<file path="config.mk">
export PLATFORM = sky130hd
export DESIGN_NAME = dgc_top
export DESIGN_NICKNAME = d
export VERILOG_FILES = /design/src/pkg/dgc_pkg.sv /design/src/hw/dgc_top.sv
export SDC_FILE = /design/constraint.sdc
export NUM_CORES = 2
export LEC_CHECK = 0
export CAP_MARGIN = 40
export CORE_MARGIN = 8
export CORE_UTILIZATION = 55
export CTS_BUF_LIST = sky130_fd_sc_hd__clkbuf_4
export DETAILED_ROUTE_END_ITERATION = 6
export DONT_BUFFER_PORTS = 1
export PLACE_DENSITY = 0.7
export SETUP_SLACK_MARGIN = 0.02
export SLEW_MARGIN = 30
export SYNTH_ARGS = -nofsm -noshare
export SYNTH_HDL_FRONTEND = slang
export SYNTH_SLANG_ARGS = --single-unit
</file>
<file path="constraint.sdc">
create_clock -name ref_clk -period 17.09 [get_ports ref_clk]
set_input_delay 0.8545 -clock ref_clk [delete_from_list [all_inputs] [get_ports ref_clk]]
set_output_delay 0.8545 -clock ref_clk [all_outputs]
set_load 0.01 [all_outputs]
</file>
<file path="src/pkg/dgc_pkg.sv">
// What this block does
// - Reset clears operation register to zero
// - Reserved operation bits read zero, write zero
// - On-demand mode blocks channel 0 register writes
// - Bus-available polarity flips in on-demand mode
// - Two-bit field selects fixed or round-robin priority
// - Cancel enable drops a latched external request only in level detect, line high
// - Address error sets flag, suspends, raises interrupt
// - Error flags clear by zero-after-one, end flag by any zero write; all ignore one
// - NMI sets flag anytime, suspends all channels
// - Master enable gates every channel
// - Channel runs only when all conditions met
// - Each request moves one unit, decrements count
// - Auto mode starts without any request
// - Count zero ends transfer, optional end interrupt
// - Clearing either enable suspends channel
// - Request while disabled waits until enabled
// - Misaligned address versus size is address error
// - Auto, external, peripheral; single/dual; burst/steal
// - End flag only on full count completion
// - Detect select picks low level or falling edge
package dgc_pkg;
    localparam int NCH = 4;
    localparam int ADR_W = 8;
    // Register bus map: operation byte offset, channel page number, word index in page
    localparam logic [7:0] ADR_OPCTL = 8'h00;
    localparam logic [3:0] ADR_CH_PAGE0 = 4'h1;
    localparam logic [1:0] CH_SRC = 2'h0;
    localparam logic [1:0] CH_DST = 2'h1;
    localparam logic [1:0] CH_CNT = 2'h2;
    localparam logic [1:0] CH_CTL = 2'h3;
    // Operation control fields
    localparam int OP_MEN = 0;
    localparam int OP_NMI = 1;
    localparam int OP_AE = 2;
    localparam int OP_COD = 4;
    localparam int OP_PR_LO = 8;
    localparam int OP_DDT = 15;
    localparam logic [31:0] OPCTL_RST = 32'h0000_0000;
    localparam logic [31:0] OPCTL_WMASK = 32'h0000_8311;
    // Channel control fields
    localparam int CC_EN = 0;
    localparam int CC_TE = 1;
    localparam int CC_IE = 2;
    localparam int CC_SZ_LO = 4;
    localparam int CC_BURST = 7;
    localparam int CC_MODE_LO = 8;
    localparam int CC_SINGLE = 10;
    localparam int CC_DS = 12;
    localparam logic [31:0] CC_WMASK = 32'h0000_17F5;
    localparam logic [31:0] CH_RST = 32'h0000_0000;
    // Fixed priority orders, lowest first, two bits per entry
    localparam logic [7:0] ORD_P00 = 8'b11_10_01_00;
    localparam logic [7:0] ORD_P01 = 8'b01_11_10_00;
    localparam logic [7:0] ORD_P10 = 8'b11_01_00_10;
    localparam logic [1:0] PR_RR = 2'b11;

    typedef enum logic [2:0] {
        SZ_QUAD = 3'b000,
        SZ_BYTE = 3'b001,
        SZ_WORD = 3'b010,
        SZ_LONG = 3'b011,
        SZ_BLK  = 3'b100
    } dgc_size_e;

    typedef enum logic [1:0] {
        RQ_AUTO = 2'b00,
        RQ_EXT  = 2'b01,
        RQ_PERI = 2'b10
    } dgc_reqm_e;

    typedef enum logic {
        ST_IDLE = 1'b0,
        ST_BUSY = 1'b1
    } dgc_state_e;

    typedef struct packed {
        logic [31:0] src;
        logic [31:0] dst;
        dgc_size_e   size;
        logic [1:0]  ch;
        logic        single;
        logic        burst;
    } dgc_xfer_s;
endpackage

</file>
<file path="src/hw/dgc_top.sv">
`timescale 1ns/1ps
module dgc_top #(
    parameter int CNT_W = 24
) (
    input  wire logic                  ref_clk,
    input  wire logic                  rst,
    input  wire logic                  wb_cyc_i,
    input  wire logic                  wb_stb_i,
    input  wire logic                  wb_we_i,
    input  wire logic [dgc_pkg::ADR_W-1:0] wb_adr_i,
    input  wire logic [3:0]            wb_sel_i,
    input  wire logic [31:0]           wb_dat_i,
    output logic      [31:0]           wb_dat_o,
    output logic                       wb_ack_o,
    input  wire logic                  nmi_evt,
    input  wire logic [dgc_pkg::NCH-1:0] external_request_line_n,
    input  wire logic [dgc_pkg::NCH-1:0] periph_req,
    output dgc_pkg::dgc_xfer_s         xfer_cmd,
    output logic                       xfer_valid,
    input  wire logic                  xfer_done,
    output logic [dgc_pkg::NCH-1:0]    request_ack_out,
    output logic                       bus_available_out,
    output logic [dgc_pkg::NCH-1:0]    transfer_end_interrupt,
    output logic                       address_error_interrupt
);
    import dgc_pkg::*;

    // Operation register pieces
    logic              men_r, nmi_r, ae_r, cod_r, ddt_r;
    logic [1:0]        pr_r;
    logic              ae_armed_r, nmi_armed_r;
    // Channel register files
    logic [31:0]       src_r [NCH];
    logic [31:0]       dst_r [NCH];
    logic [CNT_W-1:0]  cnt_r [NCH];
    logic [31:0]       ctl_r [NCH];
    logic [NCH-1:0]    ext_flag_r, ext_prev_n_r;
    // Engine
    dgc_state_e        state_r;
    logic [1:0]        cur_r, last_r;
    logic              ack_r;
    logic [NCH-1:0]    ok, req_raw, req;
    logic [1:0]        pick_ch;
    logic              pick_ok, start, misalign, done_evt;

    // Bus decode
    wire        acc     = wb_cyc_i & wb_stb_i & ~ack_r;
    wire        wr      = acc & wb_we_i;
    wire        rd      = acc & ~wb_we_i;
    wire        op_hit  = (wb_adr_i == ADR_OPCTL);
    wire [3:0]  page    = wb_adr_i[7:4];
    wire [1:0]  rsel    = wb_adr_i[3:2];
    wire        ch_hit  = (page >= ADR_CH_PAGE0) && (page < ADR_CH_PAGE0 + 4'(NCH)) && (wb_adr_i[1:0] == 2'b00);
    wire [1:0]  wch     = 2'(page - ADR_CH_PAGE0);

    function automatic logic [31:0] merge(input logic [31:0] old, input logic [31:0] nw, input logic [3:0] sel);
        logic [31:0] m;
        m = {{8{sel[3]}}, {8{sel[2]}}, {8{sel[1]}}, {8{sel[0]}}};
        return (old & ~m) | (nw & m);
    endfunction

    function automatic logic [31:0] unit_bytes(input logic [2:0] sz);
        case (sz)
            SZ_BYTE: return 32'h0000_0001;
            SZ_WORD: return 32'h0000_0002;
            SZ_LONG: return 32'h0000_0004;
            SZ_QUAD: return 32'h0000_0008;
            SZ_BLK:  return 32'h0000_0020;
            default: return 32'h0000_0000;
        endcase
    endfunction

    wire [31:0] wmerged = merge(32'h0000_0000, wb_dat_i, wb_sel_i);
    wire        op_wr   = wr & op_hit;

    // Bus ack: one cycle after the strobe, unmapped addresses still answer
    always_ff @(posedge ref_clk or posedge rst) begin
        if (rst) begin
            ack_r <= 1'b0;
        end else begin
            ack_r <= acc;
        end
    end
    assign wb_ack_o = ack_r;

    // Read data, registered so it lines up with ack
    always_ff @(posedge ref_clk or posedge rst) begin
        if (rst) begin
            wb_dat_o <= 32'h0000_0000;
        end else if (rd) begin
            if (op_hit) begin
                wb_dat_o <= {16'h0000, ddt_r, 5'b0_0000, pr_r, 3'b000, cod_r, 1'b0, ae_r, nmi_r, men_r};
            end else if (ch_hit) begin
                case (rsel)
                    CH_SRC:  wb_dat_o <= src_r[wch];
                    CH_DST:  wb_dat_o <= dst_r[wch];
                    CH_CNT:  wb_dat_o <= 32'(cnt_r[wch]);
                    default: wb_dat_o <= ctl_r[wch];
                endcase
            end else begin
                wb_dat_o <= 32'h0000_0000;
            end
        end
    end

    // Plain operation fields; reserved bits are never stored
    always_ff @(posedge ref_clk or posedge rst) begin
        if (rst) begin
            men_r <= OPCTL_RST[OP_MEN];
            cod_r <= OPCTL_RST[OP_COD];
            ddt_r <= OPCTL_RST[OP_DDT];
            pr_r  <= OPCTL_RST[OP_PR_LO+1:OP_PR_LO];
        end else if (op_wr) begin
            men_r <= wb_sel_i[0] ? wmerged[OP_MEN] : men_r;
            cod_r <= wb_sel_i[0] ? wmerged[OP_COD] : cod_r;
            pr_r  <= wb_sel_i[1] ? wmerged[OP_PR_LO+1:OP_PR_LO] : pr_r;
            ddt_r <= wb_sel_i[1] ? wmerged[OP_DDT] : ddt_r;
        end
    end

    // Error flags: hardware set beats a same-cycle clear
    wire ae_clr  = op_wr & wb_sel_i[0] & ~wb_dat_i[OP_AE] & ae_armed_r;
    wire nmi_clr = op_wr & wb_sel_i[0] & ~wb_dat_i[OP_NMI] & nmi_armed_r;
    always_ff @(posedge ref_clk or posedge rst) begin
        if (rst) begin
            ae_r        <= OPCTL_RST[OP_AE];
            nmi_r       <= OPCTL_RST[OP_NMI];
            ae_armed_r  <= 1'b0;
            nmi_armed_r <= 1'b0;
        end else begin
            ae_r  <= misalign | (ae_r & ~ae_clr);
            nmi_r <= nmi_evt | (nmi_r & ~nmi_clr);
            // A read that saw the flag high arms its clear
            ae_armed_r  <= (ae_armed_r | (rd & op_hit & ae_r)) & ~ae_clr;
            nmi_armed_r <= (nmi_armed_r | (rd & op_hit & nmi_r)) & ~nmi_clr;
        end
    end

    // Per-channel registers, request detection and enable
    generate
        for (genvar c = 0; c < NCH; c++) begin : g_ch
            wire        hit    = wr & ch_hit & (wch == 2'(c)) & ~(ddt_r && c == 0);
            wire        served = done_evt & (cur_r == 2'(c));
            wire        last1  = (cnt_r[c] == CNT_W'(1));
            wire        ds     = ctl_r[c][CC_DS];
            wire        fall   = ext_prev_n_r[c] & ~external_request_line_n[c];
            wire        ext_ok = ~ctl_r[c][CC_TE] & ~nmi_r & ~ae_r;
            wire [1:0]  mode   = ctl_r[c][CC_MODE_LO+1:CC_MODE_LO];

            always_ff @(posedge ref_clk or posedge rst) begin
                if (rst) begin
                    src_r[c] <= CH_RST;
                    dst_r[c] <= CH_RST;
                    cnt_r[c] <= '0;
                    ctl_r[c] <= CH_RST;
                end else begin
                    if (hit && rsel == CH_SRC) begin
                        src_r[c] <= merge(src_r[c], wb_dat_i, wb_sel_i);
                    end else if (served) begin
                        src_r[c] <= src_r[c] + unit_bytes(ctl_r[c][CC_SZ_LO+2:CC_SZ_LO]);
                    end
                    if (hit && rsel == CH_DST) begin
                        dst_r[c] <= merge(dst_r[c], wb_dat_i, wb_sel_i);
                    end else if (served && !ctl_r[c][CC_SINGLE]) begin
                        dst_r[c] <= dst_r[c] + unit_bytes(ctl_r[c][CC_SZ_LO+2:CC_SZ_LO]);
                    end
                    if (hit && rsel == CH_CNT) begin
                        cnt_r[c] <= CNT_W'(merge(32'(cnt_r[c]), wb_dat_i, wb_sel_i));
                    end else if (served) begin
                        cnt_r[c] <= cnt_r[c] - CNT_W'(1);
                    end
                    if (hit && rsel == CH_CTL) begin
                        ctl_r[c] <= (merge(ctl_r[c], wb_dat_i, wb_sel_i) & CC_WMASK)
                                  | (32'(ctl_r[c][CC_TE] & wb_dat_i[CC_TE]) << CC_TE);
                    end
                    // End flag only after the full count; set beats clear
                    if (served && last1) begin
                        ctl_r[c][CC_TE] <= 1'b1;
                    end
                end
            end

            // External request: level when select is 0, latched falling edge when 1
            always_ff @(posedge ref_clk or posedge rst) begin
                if (rst) begin
                    ext_prev_n_r[c] <= 1'b1;
                    ext_flag_r[c]   <= 1'b0;
                end else begin
                    ext_prev_n_r[c] <= external_request_line_n[c];
                    if (nmi_r | ae_r) begin
                        ext_flag_r[c] <= 1'b0;
                    end else if (ds && fall && ext_ok) begin
                        ext_flag_r[c] <= 1'b1;
                    end else if (start && pick_ch == 2'(c)) begin
                        ext_flag_r[c] <= 1'b0;
                    end else if (cod_r && !ds && external_request_line_n[c]) begin
                        ext_flag_r[c] <= 1'b0;
                    end
                end
            end

            // Transfer enable: all conditions plus a nonzero count
            assign ok[c] = ctl_r[c][CC_EN] & men_r & ~ctl_r[c][CC_TE] & ~nmi_r & ~ae_r
                         & (cnt_r[c] != '0);
            always_comb begin
                case (mode)
                    RQ_AUTO: req_raw[c] = 1'b1;
                    RQ_EXT:  req_raw[c] = ds ? ext_flag_r[c] : ~external_request_line_n[c];
                    RQ_PERI: req_raw[c] = periph_req[c];
                    default: req_raw[c] = 1'b0;
                endcase
            end
            // A pending request waits here until the channel is enabled
            assign req[c] = req_raw[c] & ok[c];
            assign transfer_end_interrupt[c] = ctl_r[c][CC_TE] & ctl_r[c][CC_IE];
        end
    endgenerate

    // Arbitration among enabled requests
    always_comb begin
        logic [7:0] ord;
        logic [1:0] idx;
        ord     = ORD_P00;
        idx     = 2'b00;
        pick_ch = 2'b00;
        pick_ok = |req;
        case (pr_r)
            2'b00:   ord = ORD_P00;
            2'b01:   ord = ORD_P01;
            2'b10:   ord = ORD_P10;
            default: ord = {last_r, 2'(last_r + 2'd3), 2'(last_r + 2'd2), 2'(last_r + 2'd1)};
        endcase
        for (int i = 3; i >= 0; i--) begin
            idx = ord[2*i +: 2];
            if (req[idx]) begin
                pick_ch = idx;
            end
        end
        // Burst mode keeps the bus on the current channel
        if (ctl_r[cur_r][CC_BURST] && req[cur_r] && last_r == cur_r) begin
            pick_ch = cur_r;
        end
    end

    wire [31:0] amask = unit_bytes(ctl_r[pick_ch][CC_SZ_LO+2:CC_SZ_LO]) - 32'h0000_0001;
    wire        bad   = ((src_r[pick_ch] & amask) != 32'h0000_0000)
                      | (((dst_r[pick_ch] & amask) != 32'h0000_0000) & ~ctl_r[pick_ch][CC_SINGLE]);
    assign misalign = (state_r == ST_IDLE) & pick_ok & bad;
    assign start    = (state_r == ST_IDLE) & pick_ok & ~bad;
    assign done_evt = (state_r == ST_BUSY) & xfer_done;

    // Unit sequencer: one unit per grant, finished before the next choice
    always_ff @(posedge ref_clk or posedge rst) begin
        if (rst) begin
            state_r <= ST_IDLE;
            cur_r   <= 2'b00;
            last_r  <= 2'b11;
        end else begin
            case (state_r)
                ST_IDLE: begin
                    if (start) begin
                        state_r <= ST_BUSY;
                        cur_r   <= pick_ch;
                    end
                end
                ST_BUSY: begin
                    if (xfer_done) begin
                        state_r <= ST_IDLE;
                        last_r  <= cur_r;
                    end
                end
                default: state_r <= ST_IDLE;
            endcase
        end
    end

    // Command to the bus side, held until done
    always_ff @(posedge ref_clk or posedge rst) begin
        if (rst) begin
            xfer_cmd        <= '0;
            request_ack_out <= '0;
        end else begin
            request_ack_out <= '0;
            if (start) begin
                xfer_cmd.src    <= src_r[pick_ch];
                xfer_cmd.dst    <= dst_r[pick_ch];
                xfer_cmd.size   <= dgc_size_e'(ctl_r[pick_ch][CC_SZ_LO+2:CC_SZ_LO]);
                xfer_cmd.ch     <= pick_ch;
                xfer_cmd.single <= ctl_r[pick_ch][CC_SINGLE];
                xfer_cmd.burst  <= ctl_r[pick_ch][CC_BURST];
                request_ack_out[pick_ch] <= 1'b1;
            end
        end
    end

    assign xfer_valid = (state_r == ST_BUSY);
    // Polarity follows the mode bit: active low while on-demand
    assign bus_available_out = xfer_valid ^ ddt_r;
    assign address_error_interrupt = ae_r;

    // Checks
    chk_rsvd_zero: assert property (@(posedge ref_clk) disable iff (rst)
        (rd && op_hit) |=> (wb_dat_o[31:16] == 16'h0000 && wb_dat_o[14:10] == 5'h00
                            && wb_dat_o[7:5] == 3'h0 && wb_dat_o[3] == 1'b0))
        else $error("reserved operation bits read nonzero");
    chk_ondemand_mask: assert property (@(posedge ref_clk) disable iff (rst)
        (ddt_r && wr && ch_hit && wch == 2'd0 && !(done_evt && cur_r == 2'd0)) |=> $stable(cnt_r[0]) && $stable(src_r[0]))
        else $error("channel 0 written in on-demand mode");
    chk_bus_available_out_polarity: assert property (@(posedge ref_clk) disable iff (rst)
        bus_available_out == (ddt_r ? (state_r != ST_BUSY) : (state_r == ST_BUSY)))
        else $error("bus available polarity wrong");
    chk_fixed_prio: assert property (@(posedge ref_clk) disable iff (rst)
        (start && pr_r == 2'b10 && req[2] && !ctl_r[cur_r][CC_BURST]) |=> cur_r == 2'd2)
        else $error("fixed priority not honoured");
    chk_ae_write_one: assert property (@(posedge ref_clk) disable iff (rst)
        (!ae_r && !misalign) |=> !ae_r)
        else $error("address error flag set without cause");
    chk_nmi_sets: assert property (@(posedge ref_clk) disable iff (rst)
        nmi_evt |=> nmi_r ##1 (nmi_r || $past(nmi_clr)))
        else $error("nmi flag not set");
    chk_no_start_off: assert property (@(posedge ref_clk) disable iff (rst)
        start |-> (men_r && !nmi_r && !ae_r && ctl_r[pick_ch][CC_EN] && !ctl_r[pick_ch][CC_TE]))
        else $error("unit started on disabled channel");
    chk_count_dec: assert property (@(posedge ref_clk) disable iff (rst)
        (done_evt && !(wr && ch_hit)) |=> cnt_r[$past(cur_r)] == $past(cnt_r[cur_r]) - CNT_W'(1))
        else $error("count not decremented");
    chk_end_flag: assert property (@(posedge ref_clk) disable iff (rst)
        (done_evt && cnt_r[cur_r] == CNT_W'(1)) |=> ctl_r[$past(cur_r)][CC_TE] ##0 !ok[$past(cur_r)])
        else $error("end flag not set at count zero");
    chk_ae_suspends: assert property (@(posedge ref_clk) disable iff (rst)
        misalign |=> (ae_r && !start) [*2])
        else $error("address error did not suspend");
endmodule

</file>
==> results summary <==
The number of DRC violations after detailed-routing iteration 0 came out at just over 6000. The number of iterations in the first detailed-routing pass came out at 7. The largest buffer count on any clock path came out at 3.

For this design the top-level I/O count stands at 174. The setup path with the least slack is of type reg -> reg. The worst-case register-to-register setup slack is between 8 and 9 ns.

The placeable core region came out at 62700 um2. The horizontal extent of the die is around 270 um. The worst slew margin relative to its limit came out at 0.343. The number of nets in the finished design is between 4000 and 5000.

Once the clock tree was built, the resizer swapped 0 gates to a different size. Counting cells, the worst reg-to-reg path comes to 19. The depth of the CTS H-tree is 4.

The clock latency of the later-clocked register in the worst-skew pair came out at 1.09 ns. The register area came out at ~13000 um2. The number of hold-slack violations in the final timing report is 0.

The final cycle utilization of the critical path is 0.502. The path type of the worst min-delay path is in -> reg. The total congestion overflow came out at 0.

The worst supply voltage drop on vdd is a little under 0.06 mV. Counting instances, the worst hold path has a depth of 2. The count of fill cells added during filler insertion is 5499. The number of cells produced by synthesis is around 3900. The routability-driven placement congestion ratio came out at approximately 1.0. The half-perimeter wire length of the detailed placement result is about 110000 um. The slowest stage of the critical path is the sky130_fd_sc_hd__and2_1 cell. The pin count of the biggest net entering global routing is ~120. In this run the worst path has a maximum fanout of 42.

The cell sitting at the root of the clock tree is a sky130_fd_sc_hd__clkbuf_4. The post-detailed-route DRC marker count came out at 3. The global-route wire length before repair is about 220000 um. The average routed wire per standard cell came out at between 30 and 40 um. The post-synthesis sequential element count is ~530. The required time of the critical path came out at 18.02 ns. The number of synthesized flops with an enable pin came out at 0. By instance count, the cell type seen most on the critical path is sky130_fd_sc_hd__buf_4. The unique cell type count in the Yosys netlist is 90. The initial antenna violation count came out at 18. For this design, the sink count on the clock tree is 526. The reported max-cap violation count is 0. Static timing analysis puts the maximum clock frequency at roughly 120 MHz. The placed instance count came out at between 4000 and 5000. The signal on the critical path passes through nor4_1 > nand4_1 > o211ai_1 > o32ai_2 > o31ai_4 > nand2_1 > o21ai_4 > buf_4 > buf_4 > and2_1 > buf_4 > a222oi_1 > o211ai_1 > nor4_1 > a21oi_1 > and4b_1 > nand3_4 > buf_4 > mux2_1. The worst hold-check slack came out at ~0.053 ns. The worst path arrival time came out at 9.51 ns.

The cell area after synthesis is about 35000 um2. STA classifies the critical path endpoint as a flop. The y dimension of the die is approximately 270 um. The share of the yosys chip area belonging to registers came out at 0.379. The starting utilization of the core area came out at 0.554.

The proportion of register bits with asynchronous set or reset after synthesis came out at 1.00. The clock transition at the registers of the reported paths came out at around 0.08 ns. The number of core rows came out at 92. The full die area came out at just over 70000 um2. The number of warnings issued by yosys is 0. The overall global routing resource usage came out at 0.416. The longest individual stage delay on the worst path is between 0.7 and 0.8 ns. Using the TritonRoute via totals, the vias-per-cell ratio works out to about 7.2.

The final reports fail on design-rule violations. The count of nets left with antenna violations once routing finished came out at 0. The share of cells above drive strength 1 came out at 0.157. The number of endpoints failing setup at the final stage came out at 0. Setup repair after global routing left no endpoint under its margin.

The post-layout minimum cycle time is roughly 8.6 ns. For this design the static power due to leakage is between 15 and 20 nW. The number of port buffers came out at 0. The number of vias in the routed layout came out at 35100. The post-synth net total came out at approximately 4000. The final wirelength came out at 152000 um. The clock tree skew after final layout is approximately 0.1 ns. The launch instance of the worst min-delay path is wb_dat_i[5]. The multi-input combinational cell area came out at 20200 um2.

The cell area power density came out at ~70 nW/um2. The setup total negative slack is 0 ns. The worst setup path is launched from a flop.

TritonCTS built the clock tree. The max-slew violation count is 0. The flow ran to the end, but the final reports show violations. The number of global-route vias before repair came to 32300. The synthesis-to-finish area growth came out at 9.83%.

TritonCTS created 150 clock buffers. The final cell count without fillers is approximately 4900. For the pin with the worst max-slew slack, the measured transition is roughly 0.99 ns. A synthesized cell averages approximately 9.0 um2. The share of the core filled with cells in the final layout is 0.608.

In the synthesized netlist the dominant register cell turns out to be sky130_fd_sc_hd__dfrtp_1. In this run the critical register-to-register path is captured at cur_r[0]$_DFFE_PP0P_.
[routing by layer]
metal	GRT usage	routed length, um
met5	0	134
met4	0.237	9900
met3	0.199	25800
met2	0.566	61000
met1	0.536	54800
[final cells by class]
| class | count | share of cell area |
|---|---|---|
| multi-input combinational | 2959 | 0.529 |
| sequential | 526 | 0.345 |
| clock buffer | 216 | 0.0425 |
| timing repair buffer | 136 | 0.0349 |
| tap | 846 | 0.0277 |
| inverter | 125 | 0.0125 |
| clock inverter | 42 | 0.00620 |
| antenna | 24 | 0.00157 |
[cells by family after synthesis]
family	share of synthesized area
AND/OR/NAND/NOR	0.205
XOR/XNOR	0.00756
multiplexers	0.146
AO/OA/AOI/OAI	0.193
flip-flops	0.379
adder cells (fa/ha/maj)	0.0266
buffers and inverters	0.0430
[worst max path at each step]
| stage | from | endpoint | slack [ns] | cells past startpoint |
|---|---|---|---|---|
| after floorplan | rst | asynchronous set/reset pin | 1.55 | 1 |
| after global routing | flop | xfer_cmd[3]$_DFFE_PP0P_ | 8.45 | 19 |
| after detailed placement | flop | xfer_cmd[59]$_DFFE_PP0P_ | 9.02 | 19 |
| after CTS | flop | xfer_cmd[19]$_DFFE_PP0P_ | 8.98 | 19 |
| final | flop | cur_r[0]$_DFFE_PP0P_ | 8.51 | 19 |
| after global placement | flop | xfer_cmd[56]$_DFFE_PP0P_ | 9.04 | 19 |
[per-stage QoR]
stage	area (um2)	total power [mW]	setup slack, ns
6_report	38200	2.74	8.51
5_1_grt	38100	2.82	8.45
4_1_cts	38000	2.73	8.98
3_5_place_dp	35600	1.49	9.02
3_3_place_gp	35400	1.48	9.04
2_1_floorplan	34700	1.44	1.55
[timing repair]
item / CTS / global route
buffers inserted: 0 / 0
endpoints found under the hold margin: 415 / 0
hold buffers: 53 / 0
[cells in the final DEF, fill, tap and decap left out, types with 41 or more instances in the layout]
| cell | netlist | routed |
|---|---|---|
| sky130_fd_sc_hd__buf_4 | 8 | 63 |
| sky130_fd_sc_hd__a211oi_1 | 68 | 68 |
| sky130_fd_sc_hd__mux2i_1 | 118 | 118 |
| sky130_fd_sc_hd__ha_1 | 61 | 60 |
| sky130_fd_sc_hd__clkbuf_4 | 0 | 216 |
| sky130_fd_sc_hd__mux2_2 | 115 | 115 |
| sky130_fd_sc_hd__and3_1 | 70 | 70 |
| sky130_fd_sc_hd__a31oi_1 | 53 | 53 |
| sky130_fd_sc_hd__o21ai_0 | 252 | 252 |
| sky130_fd_sc_hd__dfrtp_1 | 520 | 520 |
| sky130_fd_sc_hd__nand3_1 | 142 | 141 |
| sky130_fd_sc_hd__inv_1 | 123 | 122 |
| sky130_fd_sc_hd__nand2_1 | 458 | 458 |
| sky130_fd_sc_hd__mux4_2 | 112 | 112 |
| sky130_fd_sc_hd__nand4_1 | 49 | 49 |
| sky130_fd_sc_hd__nor2_1 | 422 | 416 |
| sky130_fd_sc_hd__o211ai_1 | 67 | 67 |
| sky130_fd_sc_hd__a21oi_1 | 195 | 195 |
| sky130_fd_sc_hd__nor4_1 | 41 | 41 |
| sky130_fd_sc_hd__nor3_1 | 126 | 118 |
[synth_stat cells (17+ instances only)]
library cell,number,area share
sky130_fd_sc_hd__buf_1,32,0.0035
sky130_fd_sc_hd__mux2i_1,118,0.034
sky130_fd_sc_hd__nor2b_1,29,0.0052
sky130_fd_sc_hd__nand4_1,49,0.0088
sky130_fd_sc_hd__o21ai_0,252,0.036
sky130_fd_sc_hd__a31oi_1,53,0.0095
sky130_fd_sc_hd__ha_1,61,0.022
sky130_fd_sc_hd__o311ai_0,34,0.0086
sky130_fd_sc_hd__nor4_1,41,0.0074
sky130_fd_sc_hd__o22ai_1,34,0.0061
sky130_fd_sc_hd__mux4_2,112,0.073
sky130_fd_sc_hd__clkbuf_1,190,0.021
sky130_fd_sc_hd__a21o_1,17,0.0037
sky130_fd_sc_hd__nor3b_1,28,0.0061
sky130_fd_sc_hd__a221o_1,34,0.0098
sky130_fd_sc_hd__nor3_1,126,0.018
sky130_fd_sc_hd__xnor2_1,28,0.0071
sky130_fd_sc_hd__a21oi_1,195,0.028
sky130_fd_sc_hd__nand2_1,458,0.049
sky130_fd_sc_hd__nor2_1,422,0.046
sky130_fd_sc_hd__and2_1,35,0.0063
sky130_fd_sc_hd__or3_1,26,0.0047
sky130_fd_sc_hd__nand3_1,142,0.020
sky130_fd_sc_hd__a311oi_1,32,0.0081
sky130_fd_sc_hd__mux2_2,115,0.037
sky130_fd_sc_hd__a211oi_1,68,0.015
sky130_fd_sc_hd__a222oi_1,32,0.0092
sky130_fd_sc_hd__dfrtp_1,520,0.37
sky130_fd_sc_hd__o211ai_1,67,0.014
sky130_fd_sc_hd__nand2b_1,35,0.0063
sky130_fd_sc_hd__inv_1,123,0.013
sky130_fd_sc_hd__and3_1,70,0.013
sky130_fd_sc_hd__buf_2,17,0.0024
[critical path: cells and delay by family (launching register included)]
family / cells / cell delay, ns
muxes: 1 / 0.38
AOI/OAI and AO/OA: 7 / 2.53
buffers and inverters: 4 / 1.91
and+or+nand+nor: 7 / 2.94
DFF: 1 / 0.49
[power breakdown]
part           internal (mW)  switching [mW]  total, mW
clock network          0.609           0.606       1.22
registers               1.26          0.0314       1.30
logic                 0.0781           0.148      0.226
total                   1.95           0.786       2.74
No activity file was read; power rests on OpenSTA's default activity.
